$ cat config.mk
export PLATFORM = sky130hd
export DESIGN_NAME = snf_ctrl
export DESIGN_NICKNAME = d
export VERILOG_FILES = /design/src/core/snf_pkg.sv /design/src/core/snf_ctrl.sv /design/src/core/snf_fifo.sv
export SDC_FILE = /design/constraint.sdc
export NUM_CORES = 1
export LEC_CHECK = 0
export BUFFER_PORTS_ARGS = -buffer_cell sky130_fd_sc_hd__buf_2
export CORE_UTILIZATION = 38
export DETAILED_ROUTE_END_ITERATION = 12
export PLACE_DENSITY = 0.53
export SYNTH_ARGS = -nofsm -noshare
export SYNTH_HDL_FRONTEND = slang
export SYNTH_HIERARCHICAL = 1
export SYNTH_SLANG_ARGS = --single-unit
$ cat constraint.sdc
create_clock -name clk_in -period 8.49 [get_ports clk_in]
set_input_delay 0.4245 -clock clk_in [delete_from_list [all_inputs] [get_ports clk_in]]
set_output_delay 0.4245 -clock clk_in [all_outputs]
set_load 0.03 [all_outputs]
$ cat src/core/snf_pkg.sv
/*
 * Shared constants and types for the controller of the sixteen word nibble store.
 * Assumes a 250 MHz clock; all pin timing is counted in cycles of that clock.
 */
package snf_pkg;
	localparam int CLK_NS = 4;
	localparam int NIBBLE_W = 4;
	localparam int LANES = 1;
	localparam int LOCAL_DEPTH = 8;
	localparam int CNT_W = 8;

	// pin timing in ns as printed for the slowest supply
	localparam int SI_HIGH_NS = 200;
	localparam int SI_HOLD_NS = 350;
	localparam int SO_LOW_NS = 180;
	localparam int SO_SETTLE_NS = 370;
	localparam int MR_HIGH_NS = 220;

	function automatic logic [CNT_W-1:0] ns_to_cyc(input int ns);
		int c;
		c = (ns + CLK_NS - 1) / CLK_NS;
		if (c < 1) begin
			c = 1;
		end
		return CNT_W'(c);
	endfunction

	localparam logic [CNT_W-1:0] SI_HIGH_CYC = ns_to_cyc(SI_HIGH_NS);
	localparam logic [CNT_W-1:0] SI_HOLD_CYC = ns_to_cyc(SI_HOLD_NS);
	localparam logic [CNT_W-1:0] SO_LOW_CYC = ns_to_cyc(SO_LOW_NS);
	localparam logic [CNT_W-1:0] SO_SETTLE_CYC = ns_to_cyc(SO_SETTLE_NS);
	localparam logic [CNT_W-1:0] MR_HIGH_CYC = ns_to_cyc(MR_HIGH_NS);

	typedef struct packed {
		logic master_clear;
		logic output_enable;
		logic pop_strobe;
		logic push_strobe;
	} snf_strobes_t;

	// reset levels: pop strobe rests high so that only a falling edge unloads
	localparam snf_strobes_t STROBES_RST = '{master_clear: 1'b1, output_enable: 1'b1,
		pop_strobe: 1'b1, push_strobe: 1'b0};

	typedef enum logic [1:0] {PUSH_IDLE, PUSH_HIGH, PUSH_HOLD} snf_push_t;
	typedef enum logic [1:0] {POP_IDLE, POP_LOW, POP_SETTLE} snf_pop_t;
	typedef enum logic [1:0] {CLR_IDLE, CLR_PULSE, CLR_TAIL} snf_clr_t;
endpackage

$ cat src/core/snf_ctrl.sv
/*
 * Controller that loads and unloads an external sixteen word nibble store through its pins.
 * Assumes the store (or a chain, or parallel lanes of it) is wired to the pin ports,
 * that its pins are asynchronous to clk_in, and a 250 MHz clk_in.
 */
`timescale 1ns/1ps
module snf_ctrl #(
	parameter int LANES = snf_pkg::LANES,
	parameter int DEPTH = snf_pkg::LOCAL_DEPTH
) (
	input wire logic clk_in,
	input wire logic rst_in,
	input wire logic wr_valid_in,
	input wire logic [snf_pkg::NIBBLE_W*LANES-1:0] wr_data_in,
	output logic wr_ready_out,
	output logic rd_valid_out,
	output logic [snf_pkg::NIBBLE_W*LANES-1:0] rd_data_out,
	input wire logic rd_ready_in,
	input wire logic clear_req_in,
	input wire logic bus_release_in,
	output logic clear_busy_out,
	output snf_pkg::snf_strobes_t strobes_out,
	output logic [snf_pkg::NIBBLE_W*LANES-1:0] push_data_out,
	input wire logic [LANES-1:0] input_ready_in,
	input wire logic [LANES-1:0] output_ready_flag_in,
	input wire logic [snf_pkg::NIBBLE_W*LANES-1:0] pop_data_in
);
	import snf_pkg::*;

	localparam int W = NIBBLE_W * LANES;

	// pin synchronisers; stage one is read only by stage two
	logic [LANES-1:0] dir_s1_q, dir_s2_q, dor_s1_q, dor_s2_q;
	logic [W-1:0] q_s1_q, q_s2_q;
	logic dir_all, dor_all;

	always_ff @(posedge clk_in) begin
		if (rst_in) begin
			dir_s1_q <= '0;
			dir_s2_q <= '0;
			dor_s1_q <= '0;
			dor_s2_q <= '0;
			q_s1_q <= '0;
			q_s2_q <= '0;
		end else begin
			dir_s1_q <= input_ready_in;
			dir_s2_q <= dir_s1_q;
			dor_s1_q <= output_ready_flag_in;
			dor_s2_q <= dor_s1_q;
			q_s1_q <= pop_data_in;
			q_s2_q <= q_s1_q;
		end
	end

	// a lane group is ready only when every lane is ready
	assign dir_all = &dir_s2_q;
	assign dor_all = &dor_s2_q;

	snf_push_t push_q, push_d;
	snf_pop_t pop_q, pop_d;
	snf_clr_t clr_q, clr_d;
	snf_strobes_t str_q, str_d;
	logic [CNT_W-1:0] pcnt_q, pcnt_d, ocnt_q, ocnt_d, ccnt_q, ccnt_d;
	logic [W-1:0] hold_q, hold_d;
	logic hold_valid_q, hold_valid_d;
	logic wr_ready_q, wr_ready_d;
	logic rd_valid_q, rd_valid_d;
	logic [W-1:0] rd_data_q, rd_data_d;
	logic busy_q, busy_d;
	logic fifo_in_valid, fifo_in_ready, fifo_out_valid, fifo_out_ready;
	logic [W-1:0] fifo_out_data;
	logic release_q;
	// how long the store outputs have been enabled, one bit per cycle
	logic [1:0] en_age_q, en_age_d;

	assign release_q = str_q.output_enable;

	always_comb begin
		push_d = push_q;
		pop_d = pop_q;
		clr_d = clr_q;
		str_d = str_q;
		pcnt_d = pcnt_q;
		ocnt_d = ocnt_q;
		ccnt_d = ccnt_q;
		hold_d = hold_q;
		hold_valid_d = hold_valid_q;
		fifo_in_valid = 1'b0;
		en_age_d = {en_age_q[0], !str_q.output_enable};

		// master clear sequencer; starts only with both strobes at rest
		unique case (clr_q)
			CLR_IDLE: begin
				if (clear_req_in && push_q == PUSH_IDLE && pop_q == POP_IDLE) begin
					clr_d = CLR_PULSE;
					ccnt_d = '0;
					str_d.master_clear = 1'b1;
					hold_valid_d = 1'b0;
				end
			end
			CLR_PULSE: begin
				ccnt_d = ccnt_q + CNT_W'(1);
				if (ccnt_q == MR_HIGH_CYC - CNT_W'(1)) begin
					str_d.master_clear = 1'b0;
					clr_d = CLR_TAIL;
					ccnt_d = '0;
				end
			end
			CLR_TAIL: begin
				// let the flags reach their cleared levels before trusting them
				ccnt_d = ccnt_q + CNT_W'(1);
				if (ccnt_q == SO_SETTLE_CYC - CNT_W'(1)) begin
					clr_d = CLR_IDLE;
				end
			end
		endcase

		if (wr_valid_in && wr_ready_q) begin
			hold_d = wr_data_in;
			hold_valid_d = 1'b1;
		end

		// push: strobe high, hold data, then wait out the ready dip
		unique case (push_q)
			PUSH_IDLE: begin
				// a clear that starts in this cycle must not meet a rising push strobe
				if (hold_valid_q && dir_all && clr_d == CLR_IDLE) begin
					str_d.push_strobe = 1'b1;
					push_d = PUSH_HIGH;
					pcnt_d = '0;
				end
			end
			PUSH_HIGH: begin
				pcnt_d = pcnt_q + CNT_W'(1);
				if (pcnt_q == SI_HIGH_CYC - CNT_W'(1)) begin
					str_d.push_strobe = 1'b0;
					push_d = PUSH_HOLD;
				end
			end
			PUSH_HOLD: begin
				pcnt_d = pcnt_q + CNT_W'(1);
				if (pcnt_q == SI_HOLD_CYC - CNT_W'(1)) begin
					push_d = PUSH_IDLE;
					hold_valid_d = 1'b0;
				end
			end
		endcase

		// pop: capture the presented word, then a falling strobe discards it
		unique case (pop_q)
			POP_IDLE: begin
				str_d.output_enable = bus_release_in || clr_q != CLR_IDLE;
				// the synchronised data lag the enable by two stages; wait them out
				if (dor_all && !release_q && &en_age_q && !bus_release_in
						&& clr_d == CLR_IDLE && fifo_in_ready) begin
					fifo_in_valid = 1'b1;
					str_d.pop_strobe = 1'b0;
					pop_d = POP_LOW;
					ocnt_d = '0;
				end
			end
			POP_LOW: begin
				ocnt_d = ocnt_q + CNT_W'(1);
				if (ocnt_q == SO_LOW_CYC - CNT_W'(1)) begin
					str_d.pop_strobe = 1'b1;
					pop_d = POP_SETTLE;
				end
			end
			POP_SETTLE: begin
				// output ready may lag the strobe; do not act on a stale high
				ocnt_d = ocnt_q + CNT_W'(1);
				if (ocnt_q == SO_SETTLE_CYC - CNT_W'(1)) begin
					pop_d = POP_IDLE;
				end
			end
		endcase

		wr_ready_d = !hold_valid_d;
		busy_d = clr_d != CLR_IDLE;
	end

	always_ff @(posedge clk_in) begin
		if (rst_in) begin
			push_q <= PUSH_IDLE;
			pop_q <= POP_IDLE;
			clr_q <= CLR_PULSE;
			str_q <= STROBES_RST;
			pcnt_q <= '0;
			ocnt_q <= '0;
			ccnt_q <= '0;
			hold_q <= '0;
			hold_valid_q <= 1'b0;
			wr_ready_q <= 1'b0;
			busy_q <= 1'b1;
			en_age_q <= '0;
		end else begin
			push_q <= push_d;
			pop_q <= pop_d;
			clr_q <= clr_d;
			str_q <= str_d;
			pcnt_q <= pcnt_d;
			ocnt_q <= ocnt_d;
			ccnt_q <= ccnt_d;
			hold_q <= hold_d;
			hold_valid_q <= hold_valid_d;
			wr_ready_q <= wr_ready_d;
			busy_q <= busy_d;
			en_age_q <= en_age_d;
		end
	end

	snf_fifo #(
		.WIDTH(W),
		.DEPTH(DEPTH)
	) u_fifo (
		.clk_in(clk_in),
		.rst_in(rst_in),
		.in_valid_in(fifo_in_valid),
		.in_data_in(q_s2_q),
		.in_ready_out(fifo_in_ready),
		.out_valid_out(fifo_out_valid),
		.out_data_out(fifo_out_data),
		.out_ready_in(fifo_out_ready)
	);

	// registered output stage so the read port comes from flip-flops
	assign fifo_out_ready = !rd_valid_q || rd_ready_in;

	always_comb begin
		rd_valid_d = rd_valid_q;
		rd_data_d = rd_data_q;
		if (fifo_out_ready) begin
			rd_valid_d = fifo_out_valid;
			rd_data_d = fifo_out_data;
		end
	end

	always_ff @(posedge clk_in) begin
		if (rst_in) begin
			rd_valid_q <= 1'b0;
			rd_data_q <= '0;
		end else begin
			rd_valid_q <= rd_valid_d;
			rd_data_q <= rd_data_d;
		end
	end

	assign wr_ready_out = wr_ready_q;
	assign rd_valid_out = rd_valid_q;
	assign rd_data_out = rd_data_q;
	assign clear_busy_out = busy_q;
	assign strobes_out = str_q;
	assign push_data_out = hold_q;
endmodule

$ cat src/core/snf_fifo.sv
/*
 * Small flip-flop FIFO with valid/ready on both sides.
 * Assumes one clock and a synchronous active high reset.
 */
`timescale 1ns/1ps
module snf_fifo #(
	parameter int WIDTH = 4,
	parameter int DEPTH = 8
) (
	input wire logic clk_in,
	input wire logic rst_in,
	input wire logic in_valid_in,
	input wire logic [WIDTH-1:0] in_data_in,
	output logic in_ready_out,
	output logic out_valid_out,
	output logic [WIDTH-1:0] out_data_out,
	input wire logic out_ready_in
);
	localparam int PTR_W = (DEPTH > 1) ? $clog2(DEPTH) : 1;
	localparam int CNT_W = $clog2(DEPTH + 1);

	logic [WIDTH-1:0] mem_q [DEPTH];
	logic [WIDTH-1:0] mem_d [DEPTH];
	logic [PTR_W-1:0] wr_ptr_q, wr_ptr_d, rd_ptr_q, rd_ptr_d;
	logic [CNT_W-1:0] count_q, count_d;
	logic do_wr, do_rd;

	function automatic logic [PTR_W-1:0] ptr_next(input logic [PTR_W-1:0] p);
		return (p == PTR_W'(DEPTH - 1)) ? '0 : p + PTR_W'(1);
	endfunction

	assign in_ready_out = (count_q != CNT_W'(DEPTH));
	assign out_valid_out = (count_q != '0);
	assign out_data_out = mem_q[rd_ptr_q];
	assign do_wr = in_valid_in && in_ready_out;
	assign do_rd = out_valid_out && out_ready_in;

	always_comb begin
		mem_d = mem_q;
		wr_ptr_d = wr_ptr_q;
		rd_ptr_d = rd_ptr_q;
		count_d = count_q;
		if (do_wr) begin
			mem_d[wr_ptr_q] = in_data_in;
			wr_ptr_d = ptr_next(wr_ptr_q);
		end
		if (do_rd) begin
			rd_ptr_d = ptr_next(rd_ptr_q);
		end
		if (do_wr && !do_rd) begin
			count_d = count_q + CNT_W'(1);
		end else if (do_rd && !do_wr) begin
			count_d = count_q - CNT_W'(1);
		end
	end

	always_ff @(posedge clk_in) begin
		mem_q <= mem_d;
		if (rst_in) begin
			wr_ptr_q <= '0;
			rd_ptr_q <= '0;
			count_q <= '0;
		end else begin
			wr_ptr_q <= wr_ptr_d;
			rd_ptr_q <= rd_ptr_d;
			count_q <= count_d;
		end
	end
endmodule

==> results of run 1 <==
[metrics by stage]
stage	hold WS (ns)	total power [uW]	utilization, %
2_1_floorplan	0.414	791	-
3_3_place_gp	0.417	843	42.0
3_5_place_dp	0.428	848	42.0
4_1_cts	0.267	1300	44.8
5_1_grt	0.285	1350	44.8
6_report	0.283	1280	44.8
[cell usage after synthesis (6+ instances only)]
cell / n / share of area (%)
nor2_1: 28 / 2.3
xor2_1: 6 / 1.1
mux4_2: 8 / 3.9
nand2_1: 27 / 2.2
or3_1: 15 / 2.0
a21oi_1: 36 / 3.9
nor3_1: 8 / 0.87
edfxtp_1: 32 / 21
o21ai_0: 11 / 1.2
inv_1: 25 / 2.0
nor2b_1: 19 / 2.6
dfxtp_1: 70 / 30
ha_1: 23 / 6.3
clkbuf_1: 9 / 0.73
nand3_1: 15 / 1.6
[critical path: stages, from the launching register on]
cell and delay [ns]:
dfxtp_1 0.44, inv_1 0.10, ha_1 0.42, and4b_1 0.27, o221a_4 0.28, a311oi_4 0.42
nand2_1 0.15, nor2_1 0.21, nand2_4 0.11, inv_2 0.10, ha_1 0.17, inv_1 0.10
ha_1 0.34, a21oi_1 0.21, a211oi_1 0.10, a31oi_1 0.19, mux2_2 0.35
[power groups by stage]
stage	clock (uW)	sequential [uW]	combinational (uW)
2_1_floorplan	0	588	203
3_3_place_gp	0	593	250
3_5_place_dp	0	595	253
4_1_cts	456	584	255
5_1_grt	479	591	282
6_report	443	582	254
[cell type report]
type	count	area (um^2)
fill	1107	6410
sequential	102	2360
multi-input combinational	285	2080
clock buffer	10	229
tap	143	179
timing repair buffer	31	158
inverter	26	97.6
clock inverter	6	93.8
[kinds of logic after synthesis]
family | Yosys count | share of synthesized area [%]
AND/OR/NAND/NOR | 151 | 18.3
flip-flops | 102 | 51.3
AO/OA/AOI/OAI | 83 | 12.3
buffers and inverters | 39 | 3.37
adder cells (fa/ha/maj) | 24 | 6.69
multiplexers | 18 | 6.23
XOR/XNOR | 9 | 1.71
[sequential cells by signal, indices dropped and copies added (netlist names), 3 cells and up]
signal           count
u_fifo/count_q       4
q_s1_q               4
rd_data_out          4
strobes_out          3
u_fifo/rd_ptr_q      3
ccnt_q               8
pcnt_q               8
q_s2_q               4
u_fifo/mem_q        32
u_fifo/wr_ptr_q      3
push_data_out        4
ocnt_q               8
[per-layer routing]
metal	track usage [%]	wire length, um
met1	20.4	4360
met3	3.46	301
met5	0	0
met2	22.0	3830
met4	6.67	116
[worst max-delay path by stage]
| stage | startpoint | to | slack (ns) | cells past startpoint |
|---|---|---|---|---|
| after floorplan | clr_q[0]$_SDFF_PP1_ | u_fifo/count_q[3]$_SDFFE_PP0P_ | 4.83 | 16 |
| after global placement | clr_q[0]$_SDFF_PP1_ | u_fifo/count_q[3]$_SDFFE_PP0P_ | 4.62 | 16 |
| after detailed placement | clr_q[0]$_SDFF_PP1_ | u_fifo/count_q[3]$_SDFFE_PP0P_ | 4.46 | 16 |
| after CTS | clr_q[0]$_SDFF_PP1_ | u_fifo/count_q[3]$_SDFFE_PP0P_ | 4.44 | 16 |
| after global routing | clr_q[0]$_SDFF_PP1_ | u_fifo/count_q[3]$_SDFFE_PP0P_ | 4.14 | 16 |
| final | clr_q[0]$_SDFF_PP1_ | u_fifo/count_q[3]$_SDFFE_PP0P_ | 4.42 | 16 |
==> results_dict.tcl, run 1 <==
set metrics [dict create \
    status "finished with violations" \
    violations "DRC" \
    drtPass1Iterations 8 \
    htreeDepth 3 \
    die_y_um 112 \
    path_max_fanout 9 \
    endpoint_kind "flip-flop" \
    grt_overflow 0 \
    grt_pass1_vias 2938 \
    relSlewSlack_pct 41.5 \
    drv_cap 0 \
    clk_latency_ns 0.35 \
    drive_above_1_share_pct 17.4 \
    cts_max_path_buffers 2 \
    finalClockSkew_ns 0.00544 \
    reg2reg_from "clr_q[0]$_SDFF_PP1_" \
    crit_type "reg -> reg" \
    yosysSeqAreaShare_pct 51.3 \
    syn_nets 466 \
    holdPathStages 2 \
    internal-power_uw 918 \
    netlist_area_um2 4600 \
    port_buffers 30 \
    synth_area_per_cell_um2 10.8 \
    worstHoldStart "pop_data_in[2]" \
    peakVddDrop_mv 0.102 \
    ios 31 \
    ys_ff_latch 102 \
    min_period_ns 4.07 \
    postRouteAntennaNets 0 \
    synth-edff-count 32 \
    core_um2 11600 \
    netlist_instances 426 \
    layout_common_cells "dfxtp_1, a21oi_1, edfxtp_1" \
    finalWorstSetupSlack_ns 4.42 \
    wl_per_cell_um 14.3 \
    postCtsSetupBuffers 0 \
    dr_total_vias 3138 \
    synth-main-ff-cell "dfxtp_1" \
    switching_share_pct 28.2 \
    antenna_found_initial 0 \
    seqPwrFrac_pct 45.5 \
    cts_root_buf "clkbuf_16" \
    p_per_area_nw_per_um2 246 \
    fin_nets 495 \
    grt_pass1_wl_um 14600 \
    min_path_type "in -> reg" \
    p_comb_share_pct 19.9 \
    rsz0062_at_grt "no" \
    setup.worst_path.start_class "flip-flop" \
    viasPerCell 5.20 \
    maxSlewViolCount 0 \
    cts_resized 0 \
    clkPwrFrac_pct 34.6 \
    routed_wl_um 8610 \
    antenna_cells 0 \
    cts_made_buffers 9 \
    cts_tree "done" \
    yosysWarnings 6 \
    clock-sinks 102 \
    finalSetupViolations 0 \
    max_freq_ghz 0.246 \
    drt_iter0_markers 133 \
    synthToLayoutAreaGrowth_pct 13.1 \
    place_congestion 0.811 \
    async_reset_ff_share_pct 0 \
    p_leak_uw 0.00185 \
    dieArea_um2 12600 \
    rrSetupSlack_ns 4.42 \
    fin_tns_setup_ns 0 \
    grt_util_all_layers_pct 14.7 \
    r2r_cells 16 \
    fp.dieW_um 112 \
    rows 39 \
    cts_hold_buffers 0 \
    tightest_slew_ns 0.869 \
    cp.required_ns 8.73 \
    drc 1 \
    yosysUniqueCellTypes 62 \
    timing.rr.end "u_fifo/count_q[3]$_SDFFE_PP0P_" \
    cp_data_arrival_time_ns 4.31 \
    finalCritPeriodShare_pct 47.9 \
    min_to "q_s1_q[2]$_SDFF_PP0_" \
    design_area_um2 5200 \
    clk_pin_slew_ns 0.07 \
    layout.cells.non_filler 603 \
    hold_violations 0 \
    hpwl_um 6020 \
    grt_max_degree 64 \
    start_util_pct 39.6 \
    final_common_cell "dfxtp_1" \
    place_ws_ns 4.46 \
    dp_cells 587 \
    p_sw_uw 361 \
    dpl-instance-area_um2 4880 \
]
No activity file was read; power rests on OpenSTA's default activity.
==> run 2, diff against run 1 <==
ABC_AREA = 1   (was unset)
clock period = 4 ns   (was 8.49 ns; I/O delays follow)
==> run 2 against run 1 <==
Compared with the run above: the run now ends clean; die area is 3.5% higher; combinational power increased to 3.2 times the previous value; maximum frequency up 41%; total power increased by 140%; critical endpoint unchanged.
==> results_dict.tcl, run 2 <==
set metrics [dict create \
    status "finished clean" \
    p_per_area_nw_per_um2 570 \
    largest_reg_flops 32 \
    viasPerCell 4.61 \
    p_comb_share_pct 26.3 \
    multi_input_area_um2 2020 \
    drv_cap 0 \
    drt_iter0_markers 208 \
    cts_max_path_buffers 2 \
    relSlewSlack_pct 42.2 \
    clk_latency_ns 0.35 \
    max_freq_ghz 0.346 \
    path_max_fanout 6 \
    cts_root_buf "clkbuf_16" \
    switching_share_pct 33.6 \
    yosysTopAreaCellShare_pct 29.4 \
    fill_cells 1222 \
    finalClockSkew_ns 0.00390 \
    routed_wl_um 9220 \
    yosysTopAreaCell "dfxtp_1" \
    synth-main-ff-cell "dfxtp_1" \
    yosysSeqAreaShare_pct 49.6 \
    async_reset_ff_share_pct 0 \
    endpoint_kind "flip-flop" \
    holdPathStages 3 \
    fin_tns_setup_ns 0 \
    yosys-top-cells-area "dfxtp_1, edfxtp_1, nor2_1" \
    fin_nets 658 \
    synthToLayoutAreaGrowth_pct 12.6 \
    ys_ff_latch 102 \
    maxSlewViolCount 0 \
    layout_common_cells "nor2_1, nand2_1, inv_1" \
    start_util_pct 39.3 \
    synth_common_cells "nor2_1, nand2_1, inv_1, dfxtp_1, o21ai_0" \
    dieArea_um2 13000 \
    antenna_cells 0 \
    synth_area_per_cell_um2 8.09 \
    netlist_instances 589 \
    dpl-instance-area_um2 5030 \
    synth_most_common_cell "nor2_1" \
    hold_violations 0 \
    p_leak_uw 0.00220 \
    syn_nets 629 \
    grt_overflow 0 \
    r2r_cells 17 \
    cp.required_ns 4.25 \
    rsz0062_at_grt "no" \
    clock-sinks 102 \
    peakVddDrop_mv 0.221 \
    netlist_area_um2 4770 \
    dp_cells 775 \
    drtPass1Iterations 4 \
    finalSetupViolations 0 \
    antenna_found_initial 0 \
    cts_resized 0 \
    finalCritPeriodShare_pct 72.3 \
    clkPwrFrac_pct 32.3 \
    grt_util_all_layers_pct 15.5 \
    fp.dieW_um 114 \
    seqPwrFrac_pct 41.4 \
    postRouteAntennaNets 0 \
    grt_pass1_vias 3479 \
    drc 0 \
    clk_pin_slew_ns 0.07 \
    p_sw_uw 1030 \
    grt_pass1_wl_um 15700 \
    layout.cells.non_filler 791 \
    dr_total_vias 3643 \
    finalWorstSetupSlack_ns 1.11 \
    layout.area.seq_um2 2360 \
    synth-edff-count 32 \
    port_buffers 30 \
    rows 40 \
    setup.worst_path.start_class "flip-flop" \
    wl_per_cell_um 11.7 \
    min_period_ns 2.89 \
    hold_ws_ns 0.0511 \
    grt_max_degree 46 \
    drive_above_1_share_pct 9.79 \
    cts_made_buffers 9 \
    ios 31 \
    postCtsSetupBuffers 0 \
    tightest_slew_ns 0.866 \
    internal-power_uw 2030 \
    crit_type "reg -> reg" \
    place_ws_ns 1.10 \
    min_path_type "in -> reg" \
    yosysWarnings 6 \
    final_common_cell "nor2_1" \
    yosysUniqueCellTypes 35 \
    top_register "u_fifo/mem_q" \
    design_area_um2 5370 \
    cp_data_arrival_time_ns 3.14 \
    cts_hold_buffers 0 \
    hpwl_um 6550 \
    place_congestion 0.784 \
    core_um2 12100 \
    die_y_um 114 \
    htreeDepth 3 \
    cts_tree "done" \
]
==> run 2: metrics by stage <==
stage / total power, uW / util (%)
global route: 3270 / 44.3
floorplan: 1940 / -
finish: 3060 / 44.3
CTS: 3090 / 44.3
detailed placement: 2100 / 41.5
global placement: 2090 / 41.5
==> run 2: worst paths after layout <==
check	slack, ns	start	end
worst max-delay path	1.11	clr_q[0]$_SDFF_PP1_	u_fifo/count_q[3]$_SDFFE_PP0P_
worst min-delay path	0.05	output_ready_flag_in	dor_s1_q$_SDFF_PP0_
worst max register to register	1.11	clr_q[0]$_SDFF_PP1_	u_fifo/count_q[3]$_SDFFE_PP0P_
worst min register to register	0.40	dor_s1_q$_SDFF_PP0_	dor_all$_SDFF_PP0_
==> run 2: layout make-up <==
type	instances	area share [%]
inverters	76	5.31
well taps	168	3.92
repair buffers	30	2.80
clock inverters	7	2.10
clock buffers	9	4.20
multi-input cells	399	37.7
flip-flops and latches	102	44.0
==> run 2: kinds of logic after synthesis <==
| family | share of synthesized area [%] |
|---|---|
| buffers and inverters | 8.01 |
| AO/OA/AOI/OAI | 8.35 |
| flip-flops | 49.6 |
| adder cells (fa/ha/maj) | 6.46 |
| XOR/XNOR | 2.39 |
| AND/OR/NAND/NOR | 25.2 |
==> run 2: per-layer routing <==
metal | global-route usage, % | routed length (um) | vias to the layer above
li1 | - | - | 1930
met1 | 19.3 | 4540 | 1647
met2 | 25.8 | 4240 | 55
met3 | 3.61 | 287 | 11
met4 | 6.67 | 157 | 0
met5 | 0 | 0 | -
==> run 2: power groups by stage <==
stage / combinational, uW / clock, uW / sequential (uW)
final: 803 / 988 / 1270
after global routing: 928 / 1050 / 1280
after CTS: 813 / 1010 / 1270
after detailed placement: 808 / 0 / 1290
after global placement: 799 / 0 / 1290
after floorplan: 634 / 0 / 1310
==> run 2: worst max-delay path, stage by stage (launching register included) <==
cell	delay [ns]
dfxtp_1	0.38
inv_1	0.09
ha_1	0.35
nor2_1	0.19
a21oi_1	0.07
nand2_2	0.10
nand3_2	0.09
nor2_1	0.22
nand2_4	0.10
inv_2	0.07
ha_1	0.16
inv_1	0.09
ha_1	0.32
or2_2	0.31
nand3_1	0.09
nand3_1	0.07
nand2_1	0.06
inv_1	0.04
